File: src/hw/prit_pkg.sv
// Constants and types for the pseudo-static RAM refresh / interval timer.
// Assumes one system clock; control bits arrive as plain ports.
package prit_pkg;
	localparam int COUNT_W         = 8;
	localparam int PRESC_W         = 12;
	localparam int CKS_W           = 3;
	// Prescaler tap per clock source select (0 = halted)
	localparam logic [3:0] TAP_1   = 4'h0;
	localparam logic [3:0] TAP_2   = 4'h2;
	localparam logic [3:0] TAP_3   = 4'h4;
	localparam logic [3:0] TAP_4   = 4'h6;
	localparam logic [3:0] TAP_5   = 4'h8;
	localparam logic [3:0] TAP_6   = 4'hA;
	localparam logic [3:0] TAP_7   = 4'hB;
	// Field positions of timer control/status
	localparam int TCS_FLAG_BIT    = 7;
	localparam int TCS_IE_BIT      = 6;
	localparam int TCS_CKS_LSB     = 3;
	localparam logic [COUNT_W-1:0] COUNT_RST   = 8'h00;
	localparam logic [COUNT_W-1:0] COMPARE_RST = 8'hFF;
	localparam logic [CKS_W-1:0]   CKS_RST     = 3'h0;
	// Refresh cycle length in states, same as the DRAM cycle
	localparam logic [2:0] REFRESH_STATES = 3'h4;
	// Wait states above this count as a greatly prolonged cycle
	localparam logic [7:0] LONG_WAIT_LIMIT = 8'h10;

	typedef enum logic [1:0] {
		PRIT_GRANT_EXT  = 2'h0,
		PRIT_GRANT_REF  = 2'h1,
		PRIT_GRANT_DMA  = 2'h2,
		PRIT_GRANT_CPU  = 2'h3
	} prit_grant_t;

	typedef enum logic [1:0] {
		PRIT_IDLE  = 2'h0,
		PRIT_CYCLE = 2'h1,
		PRIT_WAIT  = 2'h2
	} prit_ref_state_t;
endpackage

File: src/hw/prit_tick_if.sv
// Carrier between the timer core and its clock divider.
// Assumes both ends share clk.
`timescale 1ns/100ps
interface prit_tick_if;
	logic [2:0] sel;
	logic       tick;
	modport src (input sel, output tick);
	modport dst (output sel, input tick);
endinterface

File: src/hw/prit_clock_source.sv
// Divided clock source with falling edge detect.
// Assumes synchronous select; high-to-low switch yields one tick.
`timescale 1ns/100ps
module prit_clock_source
	import prit_pkg::*;
(
	// System
	input  wire logic     clk,
	input  wire logic     rst,
	input  wire logic     ce,
	// Core side
	prit_tick_if.src      tk
);
	logic [PRESC_W-1:0] presc;
	logic               level;
	logic               lastLevel;

	function automatic logic srcLevel(input logic [2:0] s, input logic [PRESC_W-1:0] p);
		case (s)
			3'h1:    srcLevel = p[TAP_1];
			3'h2:    srcLevel = p[TAP_2];
			3'h3:    srcLevel = p[TAP_3];
			3'h4:    srcLevel = p[TAP_4];
			3'h5:    srcLevel = p[TAP_5];
			3'h6:    srcLevel = p[TAP_6];
			3'h7:    srcLevel = p[TAP_7];
			default: srcLevel = 1'b0;
		endcase
	endfunction

	always_ff @(posedge clk or posedge rst) begin
		if (rst)
			presc <= '0;
		else if (ce)
			presc <= presc + 1'b1;
	end

	assign level = srcLevel(tk.sel, presc);

	// Selected level, so a switch high to low reads as a falling edge
	always_ff @(posedge clk or posedge rst) begin
		if (rst)
			lastLevel <= 1'b0;
		else if (ce)
			lastLevel <= level;
	end

	assign tk.tick = lastLevel & ~level;
endmodule

File: src/hw/prit_refresh_timer.sv
// Refresh controller / interval timer core for pseudo-static RAM.
// Assumes synchronous control inputs; writes are flagged in their T3 state.
// How it works
// - Refresh period comes from compare value and clock source select.
// - Refresh cycle lasts the same states as the DRAM cycle.
// - Grant order: external master, refresh, DMA, then CPU.
// - With area-3 wait enable set, waits stretch refresh cycles too.
// - Self-refresh standby entry drives chip select high, refresh strobe low.
// - Leaving standby returns refresh strobe high.
// - Standby: chip select high, read and write strobes floated with pseudo-static RAM enabled, strobe per mode.
// - Runs in sleep, stops in hardware standby; software standby clears counter.
// - Software standby also clears flag and interrupt enable.
// - Flag sets when counter leaves the matching value.
// - Clear during counter write wins; write is lost.
// - Write during increment wins; increment skipped.
// - Compare write suppresses a coinciding compare match.
// - Counter clocks on falling edges; high-to-low switch counts once.
// - Interrupt only while interrupt enable is set.
// - Clearing a memory enable may drive strobe and chip select low together.
// - No refresh while bus released, in standby, or in long waits.
// - Requests during bus release collapse into one held request.
// - During long waits only the first request is held.
// - First refresh request after reset or standby is skipped.
`timescale 1ns/100ps
module prit_refresh_timer
	import prit_pkg::*;
(
	// System
	input  wire logic               clk,
	input  wire logic               rst,
	input  wire logic               ce,
	// Power-down modes
	input  wire logic               softStandby,
	input  wire logic               hardStandby,
	// Configuration
	input  wire logic               pseudoStaticEnable,
	input  wire logic               dynamicRamEnable,
	input  wire logic               selfRefreshSelect,
	input  wire logic               area3WaitEnable,
	input  wire logic               waitRequest,
	// Counter and compare access, strobed in T3
	input  wire logic               counterWrite,
	input  wire logic               compareWrite,
	input  wire logic               controlWrite,
	input  wire logic [7:0]         writeData,
	input  wire logic               flagClear,
	// Bus requests
	input  wire logic               extMasterReq,
	input  wire logic               dmaReq,
	input  wire logic               cpuReq,
	input  wire logic               busReleased,
	// Status
	output logic [COUNT_W-1:0]      refreshCounter,
	output logic [COUNT_W-1:0]      refreshCompareValue,
	output logic [7:0]              timerControlStatus,
	output logic                    compareInterrupt,
	output logic [1:0]              busGrant,
	output logic                    refreshActive,
	// Pins
	output logic                    refreshStrobeN,
	output logic                    area3ChipSelectN,
	output logic                    readStrobeOe,
	output logic                    upperWriteStrobeOe,
	output logic                    lowerWriteStrobeOe
);
	prit_tick_if tk();

	logic [CKS_W-1:0] clockSourceSelect;
	logic             compareFlag;
	logic             compareInterruptEnable;
	logic             matchSeen;
	logic             firstSkipped;
	logic             refreshPending;
	logic [2:0]       stateCount;
	logic [7:0]       waitCount;
	logic             longWait;
	logic             run;
	logic             matchEvent;
	logic             memEnabled;
	logic             lastMemEnabled;
	logic             stbyDone;
	// Read, upper write, lower write output enables
	logic [2:0]       strobeOe;
	prit_ref_state_t  refState;
	prit_ref_state_t  next_refState;
	prit_grant_t      next_grant;

	prit_clock_source clockSource (
		.clk (clk),
		.rst (rst),
		.ce  (ce),
		.tk  (tk)
	);

	assign tk.sel     = clockSourceSelect;
	// Hardware standby halts; sleep is not an input, so it keeps running
	assign run        = ce & ~hardStandby;
	assign memEnabled = pseudoStaticEnable | dynamicRamEnable;
	// Match fires as the counter leaves the matching value
	assign matchEvent = tk.tick & matchSeen & ~compareWrite;
	assign longWait   = waitCount > LONG_WAIT_LIMIT;

	// Control bits; software standby clears flag and enable only
	always_ff @(posedge clk or posedge rst) begin
		if (rst) begin
			clockSourceSelect      <= CKS_RST;
			compareInterruptEnable <= 1'b0;
		end else if (run) begin
			if (softStandby)
				compareInterruptEnable <= 1'b0;
			else if (controlWrite) begin
				clockSourceSelect      <= writeData[TCS_CKS_LSB +: CKS_W];
				compareInterruptEnable <= writeData[TCS_IE_BIT];
			end
		end
	end

	// Compare flag: set beats clear
	always_ff @(posedge clk or posedge rst) begin
		if (rst)
			compareFlag <= 1'b0;
		else if (run) begin
			if (softStandby)
				compareFlag <= 1'b0;
			else if (matchEvent)
				compareFlag <= 1'b1;
			else if (flagClear)
				compareFlag <= 1'b0;
		end
	end

	always_ff @(posedge clk or posedge rst) begin
		if (rst)
			refreshCompareValue <= COMPARE_RST;
		else if (run && compareWrite)
			refreshCompareValue <= writeData;
	end

	// Counter: clear beats write, write beats increment
	always_ff @(posedge clk or posedge rst) begin
		if (rst)
			refreshCounter <= COUNT_RST;
		else if (run) begin
			if (softStandby)
				refreshCounter <= COUNT_RST;
			else if (matchEvent)
				refreshCounter <= COUNT_RST;
			else if (counterWrite)
				refreshCounter <= writeData;
			else if (tk.tick)
				refreshCounter <= refreshCounter + 1'b1;
		end
	end

	// Value currently equals compare, held until the next counter clock
	always_ff @(posedge clk or posedge rst) begin
		if (rst)
			matchSeen <= 1'b0;
		else if (run) begin
			if (softStandby || matchEvent)
				matchSeen <= 1'b0;
			else
				matchSeen <= (counterWrite ? writeData : refreshCounter) == refreshCompareValue;
		end
	end

	always_ff @(posedge clk or posedge rst) begin
		if (rst)
			compareInterrupt <= 1'b0;
		else if (run)
			compareInterrupt <= compareFlag & compareInterruptEnable & ~memEnabled;
	end

	always_ff @(posedge clk or posedge rst) begin
		if (rst)
			timerControlStatus <= 8'h00;
		else if (run) begin
			timerControlStatus <= 8'h00;
			timerControlStatus[TCS_FLAG_BIT] <= compareFlag;
			timerControlStatus[TCS_IE_BIT]   <= compareInterruptEnable;
			timerControlStatus[TCS_CKS_LSB +: CKS_W] <= clockSourceSelect;
		end
	end

	// Wait-state length of the current bus cycle
	always_ff @(posedge clk or posedge rst) begin
		if (rst)
			waitCount <= 8'h00;
		else if (run) begin
			if (waitRequest && area3WaitEnable && !longWait)
				waitCount <= waitCount + 1'b1;
			else if (!waitRequest)
				waitCount <= 8'h00;
		end
	end

	// First request after reset or standby is dropped
	always_ff @(posedge clk or posedge rst) begin
		if (rst)
			firstSkipped <= 1'b0;
		else if (run) begin
			if (softStandby)
				firstSkipped <= 1'b0;
			else if (matchEvent && pseudoStaticEnable)
				firstSkipped <= 1'b1;
		end
	end

	// One held request, however many arrive while blocked
	always_ff @(posedge clk or posedge rst) begin
		if (rst)
			refreshPending <= 1'b0;
		else if (run) begin
			if (softStandby || !pseudoStaticEnable)
				refreshPending <= 1'b0;
			else if (matchEvent && firstSkipped)
				refreshPending <= 1'b1;
			else if (refState == PRIT_IDLE && next_refState == PRIT_CYCLE)
				refreshPending <= 1'b0;
		end
	end

	// Arbiter priority
	always_comb begin
		if (extMasterReq)
			next_grant = PRIT_GRANT_EXT;
		else if (refreshPending && !busReleased && !longWait && !softStandby)
			next_grant = PRIT_GRANT_REF;
		else if (dmaReq)
			next_grant = PRIT_GRANT_DMA;
		else
			next_grant = PRIT_GRANT_CPU;
	end

	always_comb begin
		next_refState = refState;
		case (refState)
			PRIT_IDLE: begin
				if (next_grant == PRIT_GRANT_REF && !waitRequest)
					next_refState = PRIT_CYCLE;
			end
			PRIT_CYCLE: begin
				if (stateCount == REFRESH_STATES - 3'h1)
					next_refState = (area3WaitEnable && waitRequest) ? PRIT_WAIT : PRIT_IDLE;
			end
			PRIT_WAIT: begin
				if (!waitRequest)
					next_refState = PRIT_IDLE;
			end
			default: next_refState = PRIT_IDLE;
		endcase
	end

	always_ff @(posedge clk or posedge rst) begin
		if (rst)
			refState <= PRIT_IDLE;
		else if (run)
			refState <= softStandby ? PRIT_IDLE : next_refState;
	end

	always_ff @(posedge clk or posedge rst) begin
		if (rst)
			stateCount <= 3'h0;
		else if (run) begin
			if (refState == PRIT_CYCLE)
				stateCount <= stateCount + 3'h1;
			else
				stateCount <= 3'h0;
		end
	end

	always_ff @(posedge clk or posedge rst) begin
		if (rst) begin
			busGrant      <= PRIT_GRANT_CPU;
			refreshActive <= 1'b0;
		end else if (run) begin
			busGrant      <= (refState != PRIT_IDLE) ? PRIT_GRANT_REF : next_grant;
			refreshActive <= next_refState != PRIT_IDLE;
		end
	end

	always_ff @(posedge clk or posedge rst) begin
		if (rst)
			lastMemEnabled <= 1'b0;
		else if (run)
			lastMemEnabled <= memEnabled;
	end

	// Standby with pseudo-static RAM attached releases the bus strobes
	function automatic logic strobesFloat(input logic sby, input logic psram);
		strobesFloat = sby & psram;
	endfunction

	assign stbyDone = strobesFloat(softStandby, pseudoStaticEnable) & selfRefreshSelect;

	// One enable flop per strobe pin, all released together
	genvar g;
	generate
		for (g = 0; g < 3; g++) begin : gStrobeOe
			always_ff @(posedge clk or posedge rst) begin
				if (rst)
					strobeOe[g] <= 1'b1;
				else if (run)
					strobeOe[g] <= ~strobesFloat(softStandby, pseudoStaticEnable);
			end
		end
	endgenerate

	assign readStrobeOe       = strobeOe[0];
	assign upperWriteStrobeOe = strobeOe[1];
	assign lowerWriteStrobeOe = strobeOe[2];

	// Pins
	always_ff @(posedge clk or posedge rst) begin
		if (rst) begin
			refreshStrobeN     <= 1'b1;
			area3ChipSelectN   <= 1'b1;
		end else if (run) begin
			if (softStandby) begin
				area3ChipSelectN <= 1'b1;
				refreshStrobeN   <= ~stbyDone;
			end else if (lastMemEnabled && !memEnabled) begin
				area3ChipSelectN <= 1'b0;
				refreshStrobeN   <= 1'b0;
			end else begin
				area3ChipSelectN <= 1'b1;
				refreshStrobeN   <= ~(next_refState != PRIT_IDLE);
			end
		end
	end
endmodule

File: config.mk
export PLATFORM = sky130hd
export DESIGN_NAME = prit_refresh_timer
export DESIGN_NICKNAME = d
export VERILOG_FILES = /design/src/hw/prit_pkg.sv /design/src/hw/prit_tick_if.sv /design/src/hw/prit_clock_source.sv /design/src/hw/prit_refresh_timer.sv
export SDC_FILE = /design/constraint.sdc
export NUM_CORES = 1
export LEC_CHECK = 0
export ABC_AREA = 0
export BUFFER_PORTS_ARGS = -buffer_cell sky130_fd_sc_hd__buf_4
export CORE_MARGIN = 3
export CORE_UTILIZATION = 41
export CTS_CLUSTER_SIZE = 20
export DETAILED_ROUTE_END_ITERATION = 7
export PLACE_DENSITY = 0.66
export SLEW_MARGIN = 20
export SYNTH_ARGS = -nofsm -noshare
export SYNTH_HDL_FRONTEND = slang
export SYNTH_HIERARCHICAL = 1
export SYNTH_SLANG_ARGS = --single-unit
File: constraint.sdc
create_clock -name clk -period 4.9 [get_ports clk]
set_input_delay 0.98 -clock clk [delete_from_list [all_inputs] [get_ports clk]]
set_output_delay 0.98 -clock clk [all_outputs]
set_load 0.01 [all_outputs]
==> results.py, run 1 <==
metrics = {
    "finish": {
        "fin_cells": 469,
        "layout.nets": 397,
        "final_util_pct": 52.6,
        "n_fill_cell": 683,
        "antenna_cells": 0,
        "final_layout_size_suffix_gt1_share_pct": 27.8,
        "syn2layout_area_growth_pct": 21.0,
    },
    "clock_network": {
        "cts_tree": "yes",
        "cts_buffers": 9,
        "htree_levels": 3,
        "root_buffer": "clkbuf_8",
        "cts_setup_buffers": 0,
        "cts_buffer_depth": 2,
        "clkLatencyLatePin_ps": 340,
        "clk_pin_slew_ps": 70,
        "cts_resized": 0,
        "cts_hold_buf": 0,
        "clock-sinks": 63,
    },
    "synthesis": {
        "syn_avg_cell_area_um2": 10.5,
        "ys_types": 49,
        "synth-edff-count": 0,
        "yosysTopAreaCell": "dfrtp_1",
        "yosys.area.top_type_share_pct": 38.4,
        "synthCells": 311,
        "yosys-top-cells-count": "50 x dfrtp_1, 42 x nand2_1, 16 x o21ai_0, 16 x xor2_1",
        "synth-main-ff-cell": "dfrtp_1",
        "synth_area_leaders": "dfrtp_1 38%, dfstp_2 10%, nand2_1 4.8%",
        "ys_ff_latch": 63,
        "ys_warn_count": 6,
        "yosysSeqAreaShare_pct": 48.9,
        "synth.most_common_cell": "dfrtp_1",
        "synthArstFlopShare_pct": 100,
        "synth_area_mm2": 0.00325,
    },
    "timing": {
        "slew_headroom_pct": 40.6,
        "drv_slew": 0,
        "setup_ws_ps": 2420,
        "tightest_slew_ps": 892,
        "skew_ps": 13.0,
        "rsz0062_at_grt": "false",
        "max_clock_freq_mhz": 404,
        "fin_crit_sh_pct": 50.6,
        "period_needed_ps": 2480,
        "finalSetupViolCount": 0,
        "final-hold-violation-count": 0,
        "fin_setup_tns_ps": 0,
    },
    "route": {
        "drt_wl_total_um": 7330,
        "final_antenna_net_count": 0,
        "vias": 2536,
        "wl_per_cell_um": 15.6,
        "drt_iter0_markers": 86,
        "drcViolationCount": 0,
        "via_per_inst": 5.41,
        "drt_first_pass_iters": 4,
    },
    "power_and_ir_drop": {
        "cellLeakagePower_nw": 1.80,
        "power.share.clock_pct": 32.9,
        "combPwrFrac_pct": 20.6,
        "power.switching_mw": 0.444,
        "seq_power_share_pct": 46.5,
        "intPower_mw": 1.07,
        "ir_worst_vdd_v": 0.000177,
        "p_per_area_mw_per_mm2": 385,
        "sw_frac_of_total_pct": 29.3,
    },
    "critical_path": {
        "critPathTopFamily": "compound AO/OA/AOI/OAI gates",
        "crit_slowest_cell": "dfrtp_1",
        "cpPeakStageDelay_ps": 460,
        "start_kind": "flop",
        "crit_arrival_ps": 2750,
        "cp_cell_sequence": "mux2_4 -> a221o_1 -> a31oi_1 -> nor2_1 -> nand3b_1 -> o31ai_1 -> a22o_1",
        "endpoint_kind": "flop",
        "cp.required_ps": 5170,
        "cp_num_buf_inv": 0,
        "crit_fanout": 6,
        "critical_path_class": "flop to flop",
    },
    "floorplan": {
        "fp.dieArea_mm2": 0.00904,
        "coreArea_mm2": 0.00749,
        "pin_count": 59,
        "die_x_um": 95.1,
        "dieHeight_um": 95.1,
        "rows": 31,
        "start_util_pct": 43.5,
    },
    "hold_path": {
        "hp-class": "flop to flop",
    },
    "placed_design": {
        "port_buffers": 54,
        "hpwl_um": 5300,
        "place.gp.congestion": 0.801,
        "placed_cells": 453,
        "pre_cts_ws_ps": 2340,
    },
    "global_routing": {
        "grt_pass1_wl_um": 12200,
        "grt_pass1_vias": 2499,
        "grt_max_degree": 51,
        "antenna_found_initial": 0,
        "overflow": 0,
        "grt_use_total_pct": 17.7,
    },
    "run": {
        "maxCapViolations": 0,
    },
    "status": {
        "status": "completed",
    },
}
-- per-stage QoR --
| step | power [mW] | hold WS, ps | area, um^2 |
|---|---|---|---|
| 5_1_grt | 1.60 | 474 | 3940 |
| 3_3_place_gp | 1.01 | 428 | 3720 |
| 3_5_place_dp | 1.03 | 437 | 3720 |
| 2_1_floorplan | 0.896 | 416 | 3260 |
| 4_1_cts | 1.53 | 450 | 3940 |
| 6_report | 1.52 | 455 | 3940 |
-- cells by family after synthesis --
logic type	after synthesis	synth area share, %
compound gates	58	13.5
mux	25	8.30
buf+inv	25	3.69
simple gates	111	17.3
xor+xnor	22	5.92
fa+ha+maj	6	2.31
flops	63	48.9
other cells	1	0.115
-- layout make-up --
cell class / count / area (um^2) / share of cell area, %
timing repair buffer: 55 / 413 / 10.5
inverter: 11 / 42.5 / 1.08
clock buffer: 12 / 145 / 3.69
sequential: 63 / 1590 / 40.5
multi-input combinational: 225 / 1550 / 39.4
tap: 99 / 124 / 3.15
clock inverter: 4 / 70.1 / 1.78
-- worst register-to-register path, stage by stage, from the launching register on --
cell and delay [ps]:
dfrtp_1 460, mux2_4 320, a221o_1 360, a31oi_1 380, nor2_1 100, nand3b_1 320, o31ai_1 320, a22o_1 160
-- layer usage --
metal	share of wire, %	GRT usage, %	vias up
li1	-	-	1220
met3	7.0	4.74	8
met1	45	23.5	1246
met5	0	0	-
met2	47	26.9	62
met4	1.3	7.81	0
-- placed cells by master (no fill, tap or decap), drive strengths merged, types with 2 or more instances in the layout --
cell type  instances
a21oi              5
a22o               9
a31oi              5
buf               55
bufinv             2
clkbuf            12
clkinv             3
conb               3
dfrtp             50
dfstp             13
ha                 6
inv               10
mux2              13
mux2i             12
nand2             42
nand2b             4
nand3             12
nand3b             4
nand4              8
nand4b             2
nor2              14
nor2b              7
nor3               6
nor3b              3
nor4               4
o2111ai            2
o21ai             16
o31ai              7
o41ai              3
or3                2
xnor2              6
xor2              16
-- power by group through the flow --
| stage | Clock, mW | Sequential [mW] | Combinational (mW) |
|---|---|---|---|
| after floorplan | 0 | 0.704 | 0.192 |
| after global placement | 0 | 0.708 | 0.307 |
| after detailed placement | 0 | 0.713 | 0.316 |
| after CTS | 0.505 | 0.704 | 0.317 |
| after global routing | 0.533 | 0.719 | 0.348 |
| final | 0.499 | 0.705 | 0.312 |
-- flip-flops by register name, summed over array words and instances (netlist names), 2 cells and up --
name and cells:
waitCount 8, busGrant 2, refreshCompareValue 8, clockSourceSelect 3
refState 2, refreshCounter 8, timerControlStatus 5, clockSource/presc 12
stateCount 3
-- path summary, 6_finish.rpt --
kind                                                  startpoint                          endpoint  slack, ps  cells after the start
worst max-delay path            clockSourceSelect[1]$_DFFE_PP0P_     refreshCounter[5]$_DFFE_PP0P_       2420                      7
worst min-delay path                  lastMemEnabled$_DFFE_PP0P_      area3ChipSelectN$_DFFE_PP1P_        450                      1
worst max register to register  clockSourceSelect[1]$_DFFE_PP0P_     refreshCounter[5]$_DFFE_PP0P_       2420                      7
worst min register to register        lastMemEnabled$_DFFE_PP0P_      area3ChipSelectN$_DFFE_PP1P_        450                      1
max in group asynchronous                                    rst     refreshCounter[5]$_DFFE_PP0P_       3570                      2
min in group asynchronous                                    rst  clockSource/presc[9]$_DFFE_PP0P_        680                      2
Power figures use the tool's default switching activity.
==> inputs of run 2 (changes only) <==
Settings changed: PLACE_DENSITY 0.66 to 0.68.
Clock period 4.9 ns to 2.16 ns, I/O delays scaled along.
==> run 2 against run 1 <==
  * The run now ends with negative setup slack left
  * Fmax is 13% higher
  * Largest power group unchanged
  * Highest routed layer unchanged
  * Sequential cell count is the same
  * Total power up 140%
  * Core utilization increased by 1.6 points
  * Clock-buffer cell count did not move
==> results.py, run 2 (same netlist as run 1, synthesis figures left out) <==
metrics = {
    "placed_design": {
        "port_buffers": 54,
        "pre_cts_ws_ps": -38.8,
        "hpwl_um": 5290,
        "placed_cells": 463,
        "place.gp.congestion": 0.820,
    },
    "finish": {
        "syn2layout_area_growth_pct": 24.6,
        "regArea_mm2": 0.00159,
        "layout.nets": 408,
        "final_layout_size_suffix_gt1_share_pct": 31.0,
        "multi_input_area_mm2": 0.00157,
        "n_fill_cell": 669,
        "layout_common_cells": "66 x buf_4, 50 x dfrtp_1, 42 x nand2_1",
        "antenna_cells": 0,
        "final_util_pct": 54.2,
        "largest_reg_flops": 12,
        "fin_cells": 480,
        "final_common_cell": "buf_4",
        "largest-register": "clockSource/presc",
    },
    "critical_path": {
        "startpoint": "clockSourceSelect[1]$_DFFE_PP0P_",
        "endpoint": "refreshCounter[4]$_DFFE_PP0P_",
        "cp.required_ps": 2440,
        "regToRegSetupSlack_ps": -40,
        "r2r-end": "refreshCounter[4]$_DFFE_PP0P_",
        "reg2reg_from": "clockSourceSelect[1]$_DFFE_PP0P_",
        "crit_fanout": 5,
        "reg2regPathDepth": 8,
        "critical_path_class": "flop to flop",
        "start_kind": "flop",
        "endpoint_kind": "flop",
        "crit_arrival_ps": 2480,
    },
    "timing": {
        "fin_crit_sh_pct": 102,
        "finalSetupViolCount": 2,
        "period_needed_ps": 2200,
        "final-hold-violation-count": 0,
        "holdWs_ps": 132,
        "skew_ps": 13.0,
        "setup_ws_ps": -38.4,
        "max_clock_freq_mhz": 455,
        "tightest_slew_ps": 628,
        "drv_slew": 0,
        "fin_setup_tns_ps": -39.5,
        "slew_headroom_pct": 58.1,
        "rsz0062_at_grt": "true",
    },
    "clock_network": {
        "cts_buffers": 9,
        "cts_buffer_depth": 2,
        "cts_tree": "yes",
        "root_buffer": "clkbuf_8",
        "htree_levels": 3,
        "clk_pin_slew_ps": 80,
        "clkLatencyLatePin_ps": 340,
        "clock-sinks": 63,
    },
    "global_routing": {
        "antenna_found_initial": 0,
        "grt_use_total_pct": 17.4,
        "grt_pass1_vias": 2581,
        "grt_max_degree": 51,
        "overflow": 0,
        "grt_pass1_wl_um": 12200,
    },
    "route": {
        "drt_iter0_markers": 89,
        "via_per_inst": 5.36,
        "vias": 2571,
        "drt_wl_total_um": 7440,
        "drcViolationCount": 0,
        "drt_first_pass_iters": 6,
        "final_antenna_net_count": 0,
        "wl_per_cell_um": 15.5,
    },
    "floorplan": {
        "start_util_pct": 43.5,
        "die_x_um": 95.1,
        "dieHeight_um": 95.1,
        "rows": 31,
        "fp.dieArea_mm2": 0.00904,
        "pin_count": 59,
        "coreArea_mm2": 0.00749,
    },
    "power_and_ir_drop": {
        "intPower_mw": 2.58,
        "combPwrFrac_pct": 22.7,
        "power.switching_mw": 1.02,
        "power.share.clock_pct": 33.8,
        "p_per_area_mw_per_mm2": 886,
        "cellLeakagePower_nw": 1.86,
        "ir_worst_vdd_v": 0.000409,
        "seq_power_share_pct": 43.5,
        "sw_frac_of_total_pct": 28.3,
    },
    "status": {
        "status": "finished, violations left",
        "violations": "negative setup slack",
    },
    "run": {
        "maxCapViolations": 0,
    },
    "hold_path": {
        "hp-class": "input pin to async pin",
    },
}
## run 2: cell types whose count changed in the layout (fill, tap and decap cells not counted)
cell,change
clkinv_2,-2
o31ai_2,+2
o21ai_0,-2
o21ai_2,+1
nor2_4,+1
inv_2,+1
nor2_2,+1
clkbuf_1,+1
o31ai_1,-2
o21ai_1,+1
clkbuf_8,-1
nor2_1,-2
bufinv_16,+1
buf_4,+11
## run 2: worst min-delay path by stage
stage	startpoint	endpoint	slack [ps]
after floorplan	rst	clockSource/lastLevel$_DFFE_PP0P_	310
after global placement	lastMemEnabled$_DFFE_PP0P_	area3ChipSelectN$_DFFE_PP1P_	450
after detailed placement	lastMemEnabled$_DFFE_PP0P_	area3ChipSelectN$_DFFE_PP1P_	450
after CTS	rst	clockSource/presc[9]$_DFFE_PP0P_	140
after global routing	rst	clockSource/lastLevel$_DFFE_PP0P_	160
final	rst	clockSource/lastLevel$_DFFE_PP0P_	130
## run 2: area by class of cell
type / count / area share (%)
sequential: 63 / 39.3
timing repair buffer: 66 / 12.2
multi-input combinational: 225 / 38.8
inverter: 11 / 1.02
clock inverter: 4 / 2.34
clock buffer: 12 / 3.33
tap: 99 / 3.05
## run 2: through the flow
| step | total power [mW] | cell area (um^2) |
|---|---|---|
| detailed placement | 2.37 | 3790 |
| floorplan | 2.03 | 3260 |
| finish | 3.59 | 4060 |
| CTS | 3.59 | 4030 |
| global route | 3.79 | 4060 |
| global placement | 2.35 | 3790 |
## run 2: timing repair
action                                  in CTS  in global routing
gates cloned                                 0                  0
setup buffers                                0                  2
pin swaps                                    5                  9
hold buffers                                 0                  0
endpoints found under the hold margin        0                  0
gates resized for setup                      0                  8
endpoints found under the setup margin       3                  8
## run 2: critical path: stages (launching register included)
cell and delay (ps):
dfrtp_1 390, mux2_4 300, a221o_1 330, a31oi_1 180, buf_4 170, nor2_4 40, nand3b_1 270, o31ai_1 310
a22o_1 160
## run 2: power by group through the flow
stage	clock network (mW)	logic [mW]	registers [mW]
floorplan	0	0.437	1.60
global placement	0	0.772	1.58
detailed placement	0	0.793	1.58
CTS	1.23	0.797	1.56
global route	1.30	0.895	1.59
finish	1.22	0.816	1.56
## run 2: metal layers
layer	track usage (%)	vias to the layer above	wire (um)
li1	-	1246	-
met1	23.8	1251	3450
met2	26.4	66	3440
met3	4.03	8	466
met4	7.21	0	79
met5	0	-	0
==> inputs of run 3 (changes only) <==
Settings changed: ABC_AREA 0 to 1, CORE_ASPECT_RATIO from default to 1.5, TNS_END_PERCENT from default to 5.
==> run 3 against run 2 <==
  * The flow now finishes without violations
  * Sequential cell count unchanged
  * Total power grew 2.1%
  * Non-clock buffer count fell by 6
  * Clock power rose by 8%
  * Synthesized cell count up 34%
  * Register-to-register slack better by 290 ps
  * Final area is 2.8% higher
  * Clock skew down 5.2 ps
  * Largest cell class unchanged
  * Highest routed layer unchanged
==> results.py, run 3 <==
metrics = {
    "global_routing": {
        "grt_pass1_wl_um": 13400,
        "grt_use_total_pct": 18.1,
        "overflow": 0,
        "grt_max_degree": 20,
        "grt_pass1_vias": 2967,
        "antenna_found_initial": 0,
    },
    "timing": {
        "fin_crit_sh_pct": 88.4,
        "max_clock_freq_mhz": 524,
        "final-hold-violation-count": 0,
        "fin_setup_tns_ps": 0,
        "slew_headroom_pct": 66.0,
        "rsz0062_at_grt": "false",
        "skew_ps": 7.76,
        "tightest_slew_ps": 509,
        "holdWs_ps": 88.6,
        "period_needed_ps": 1910,
        "finalSetupViolCount": 0,
        "drv_slew": 0,
    },
    "synthesis": {
        "yosysSeqAreaShare_pct": 46.7,
        "ys_warn_count": 6,
        "synth-main-ff-cell": "dfrtp_1",
        "synth.most_common_cell": "nand2_1",
        "synth-edff-count": 0,
        "yosysTopAreaCell": "dfrtp_1",
        "ys_types": 41,
        "synthCells": 418,
        "yosys-top-cells-count": "102 x nand2_1, 60 x inv_1, 50 x dfrtp_1",
        "syn_avg_cell_area_um2": 8.16,
        "ys_ff_latch": 63,
        "synth_area_mm2": 0.00341,
        "synth_area_leaders": "dfrtp_1 37%, nand2_1 11%, dfstp_2 10%",
        "synthArstFlopShare_pct": 100,
        "yosys.area.top_type_share_pct": 36.7,
    },
    "route": {
        "final_antenna_net_count": 0,
        "drcViolationCount": 0,
        "drt_wl_total_um": 7780,
        "vias": 2886,
        "drt_iter0_markers": 124,
        "via_per_inst": 4.91,
        "drt_first_pass_iters": 5,
        "wl_per_cell_um": 13.2,
    },
    "hold_path": {
        "hp-class": "input pin to async pin",
    },
    "finish": {
        "antenna_cells": 0,
        "n_fill_cell": 781,
        "largest_reg_flops": 12,
        "layout_common_cells": "102 x nand2_1, 60 x buf_4, 59 x inv_1",
        "postLayoutCellArea_mm2": 0.00417,
        "layout.nets": 510,
        "syn2layout_area_growth_pct": 22.2,
        "multi_input_area_mm2": 0.00147,
        "fin_cells": 588,
        "regArea_mm2": 0.00159,
        "final_layout_size_suffix_gt1_share_pct": 24.6,
        "largest-register": "clockSource/presc",
        "final_common_cell": "nand2_1",
    },
    "critical_path": {
        "reg2regPathDepth": 12,
        "cp_cell_sequence": "inv_1 -> nand2_1 -> nand3_1 -> nand3_1 -> a21boi_0 -> inv_1 -> nor3_2 -> nor2_1 -> inv_1 -> nor2_2 -> inv_1 -> o22ai_1",
        "cpPeakStageDelay_ps": 440,
        "r2r-end": "refreshCounter[0]$_DFFE_PP0P_",
        "crit_arrival_ps": 2120,
        "crit_fanout": 7,
        "start_kind": "flop",
        "cp.required_ps": 2370,
        "reg2reg_from": "clockSource/presc[8]$_DFFE_PP0P_",
        "critical_path_class": "flop to flop",
        "crit_slowest_cell": "dfrtp_1",
        "regToRegSetupSlack_ps": 250,
        "endpoint_kind": "flop",
        "path_common_cell": "inv_1",
    },
    "clock_network": {
        "cts_buffers": 9,
        "cts_buffer_depth": 2,
        "cts_setup_buffers": 0,
        "clock-sinks": 63,
        "clk_pin_slew_ps": 50,
        "htree_levels": 3,
        "cts_tree": "yes",
        "cts_hold_buf": 0,
        "root_buffer": "clkbuf_16",
        "cts_resized": 0,
        "clkLatencyLatePin_ps": 330,
    },
    "floorplan": {
        "die_x_um": 80.5,
        "coreArea_mm2": 0.00806,
        "start_util_pct": 42.3,
        "fp.dieArea_mm2": 0.00948,
        "pin_count": 59,
        "rows": 40,
        "dieHeight_um": 118,
    },
    "placed_design": {
        "placed_cells": 572,
        "place_area_mm2": 0.00390,
        "place.gp.congestion": 0.887,
        "hpwl_um": 5960,
        "port_buffers": 54,
    },
    "power_and_ir_drop": {
        "p_per_area_mw_per_mm2": 880,
        "ir_worst_vdd_v": 0.000559,
        "cellLeakagePower_nw": 2.06,
    },
    "run": {
        "maxCapViolations": 0,
    },
    "status": {
        "status": "completed",
    },
}
run 3: changes by cell type after synthesis, moves of 8 or more:
cell	delta
o21ai_1	+11
a22o_1	-8
inv_1	+49
nand3_1	+13
nand2_1	+60
mux2i_1	-12
mux2_2	-10
nor2_1	+18
run 3: worst max path at each step:
| stage | start | to | slack, ps |
|---|---|---|---|
| after floorplan | clockSourceSelect[0]$_DFFE_PP0P_ | refreshCounter[1]$_DFFE_PP0P_ | 390 |
| after global placement | clockSourceSelect[0]$_DFFE_PP0P_ | refreshCounter[4]$_DFFE_PP0P_ | 240 |
| after detailed placement | clockSource/presc[8]$_DFFE_PP0P_ | refreshCounter[1]$_DFFE_PP0P_ | 250 |
| after CTS | clockSource/presc[8]$_DFFE_PP0P_ | refreshCounter[1]$_DFFE_PP0P_ | 240 |
| after global routing | clockSource/presc[4]$_DFFE_PP0P_ | refreshCounter[0]$_DFFE_PP0P_ | 30 |
| final | clockSource/presc[8]$_DFFE_PP0P_ | refreshCounter[0]$_DFFE_PP0P_ | 250 |
run 3: layout make-up:
cell class / count / share of cell area, %
Clock buffer: 15 / 6.42
Clock inverter: 1 / 0.120
Inverter: 66 / 5.94
Multi-Input combinational cell: 278 / 35.4
Sequential cell: 63 / 38.2
Tap cell: 105 / 3.15
Timing Repair Buffer: 60 / 10.8
run 3: metal layers:
layer / routed length (um) / track usage [%] / vias to the layer above
met5: 0 / 0 / -
met4: 187 / 8.77 / 0
met3: 397 / 3.60 / 14
met2: 4030 / 30.1 / 74
met1: 3170 / 21.8 / 1354
li1: - / - / 1444
run 3: critical path: cells and delay by family, from the launching register on:
family                 cells  cell delay (ps)
and+or+nand+nor            6              560
DFF                        1              440
buffers and inverters      4              420
AOI/OAI and AO/OA          2              370
run 3: stage by stage:
stage / util, % / setup slack, ps / total power, mW
2_1_floorplan: - / 389 / 2.07
3_5_place_dp: 48.4 / 247 / 2.37
3_3_place_gp: 48.4 / 239 / 2.34
6_report: 51.7 / 251 / 3.67
4_1_cts: 51.7 / 238 / 3.72
5_1_grt: 51.7 / 33.2 / 3.91
run 3: kinds of logic after synthesis:
logic type | share of synthesized area [%]
adders and majority gates | 2.20
muxes | 0.660
buffers and inverters | 10.3
other | 0.110
and+or+nand+nor | 26.6
DFF | 46.7
xor gates and xnor gates | 3.08
AOI/OAI and AO/OA | 10.3
run 3: power by group:
part	switching (mW)	internal, mW
clock network	0.485	0.837
logic	0.418	0.341
registers	0.199	1.39
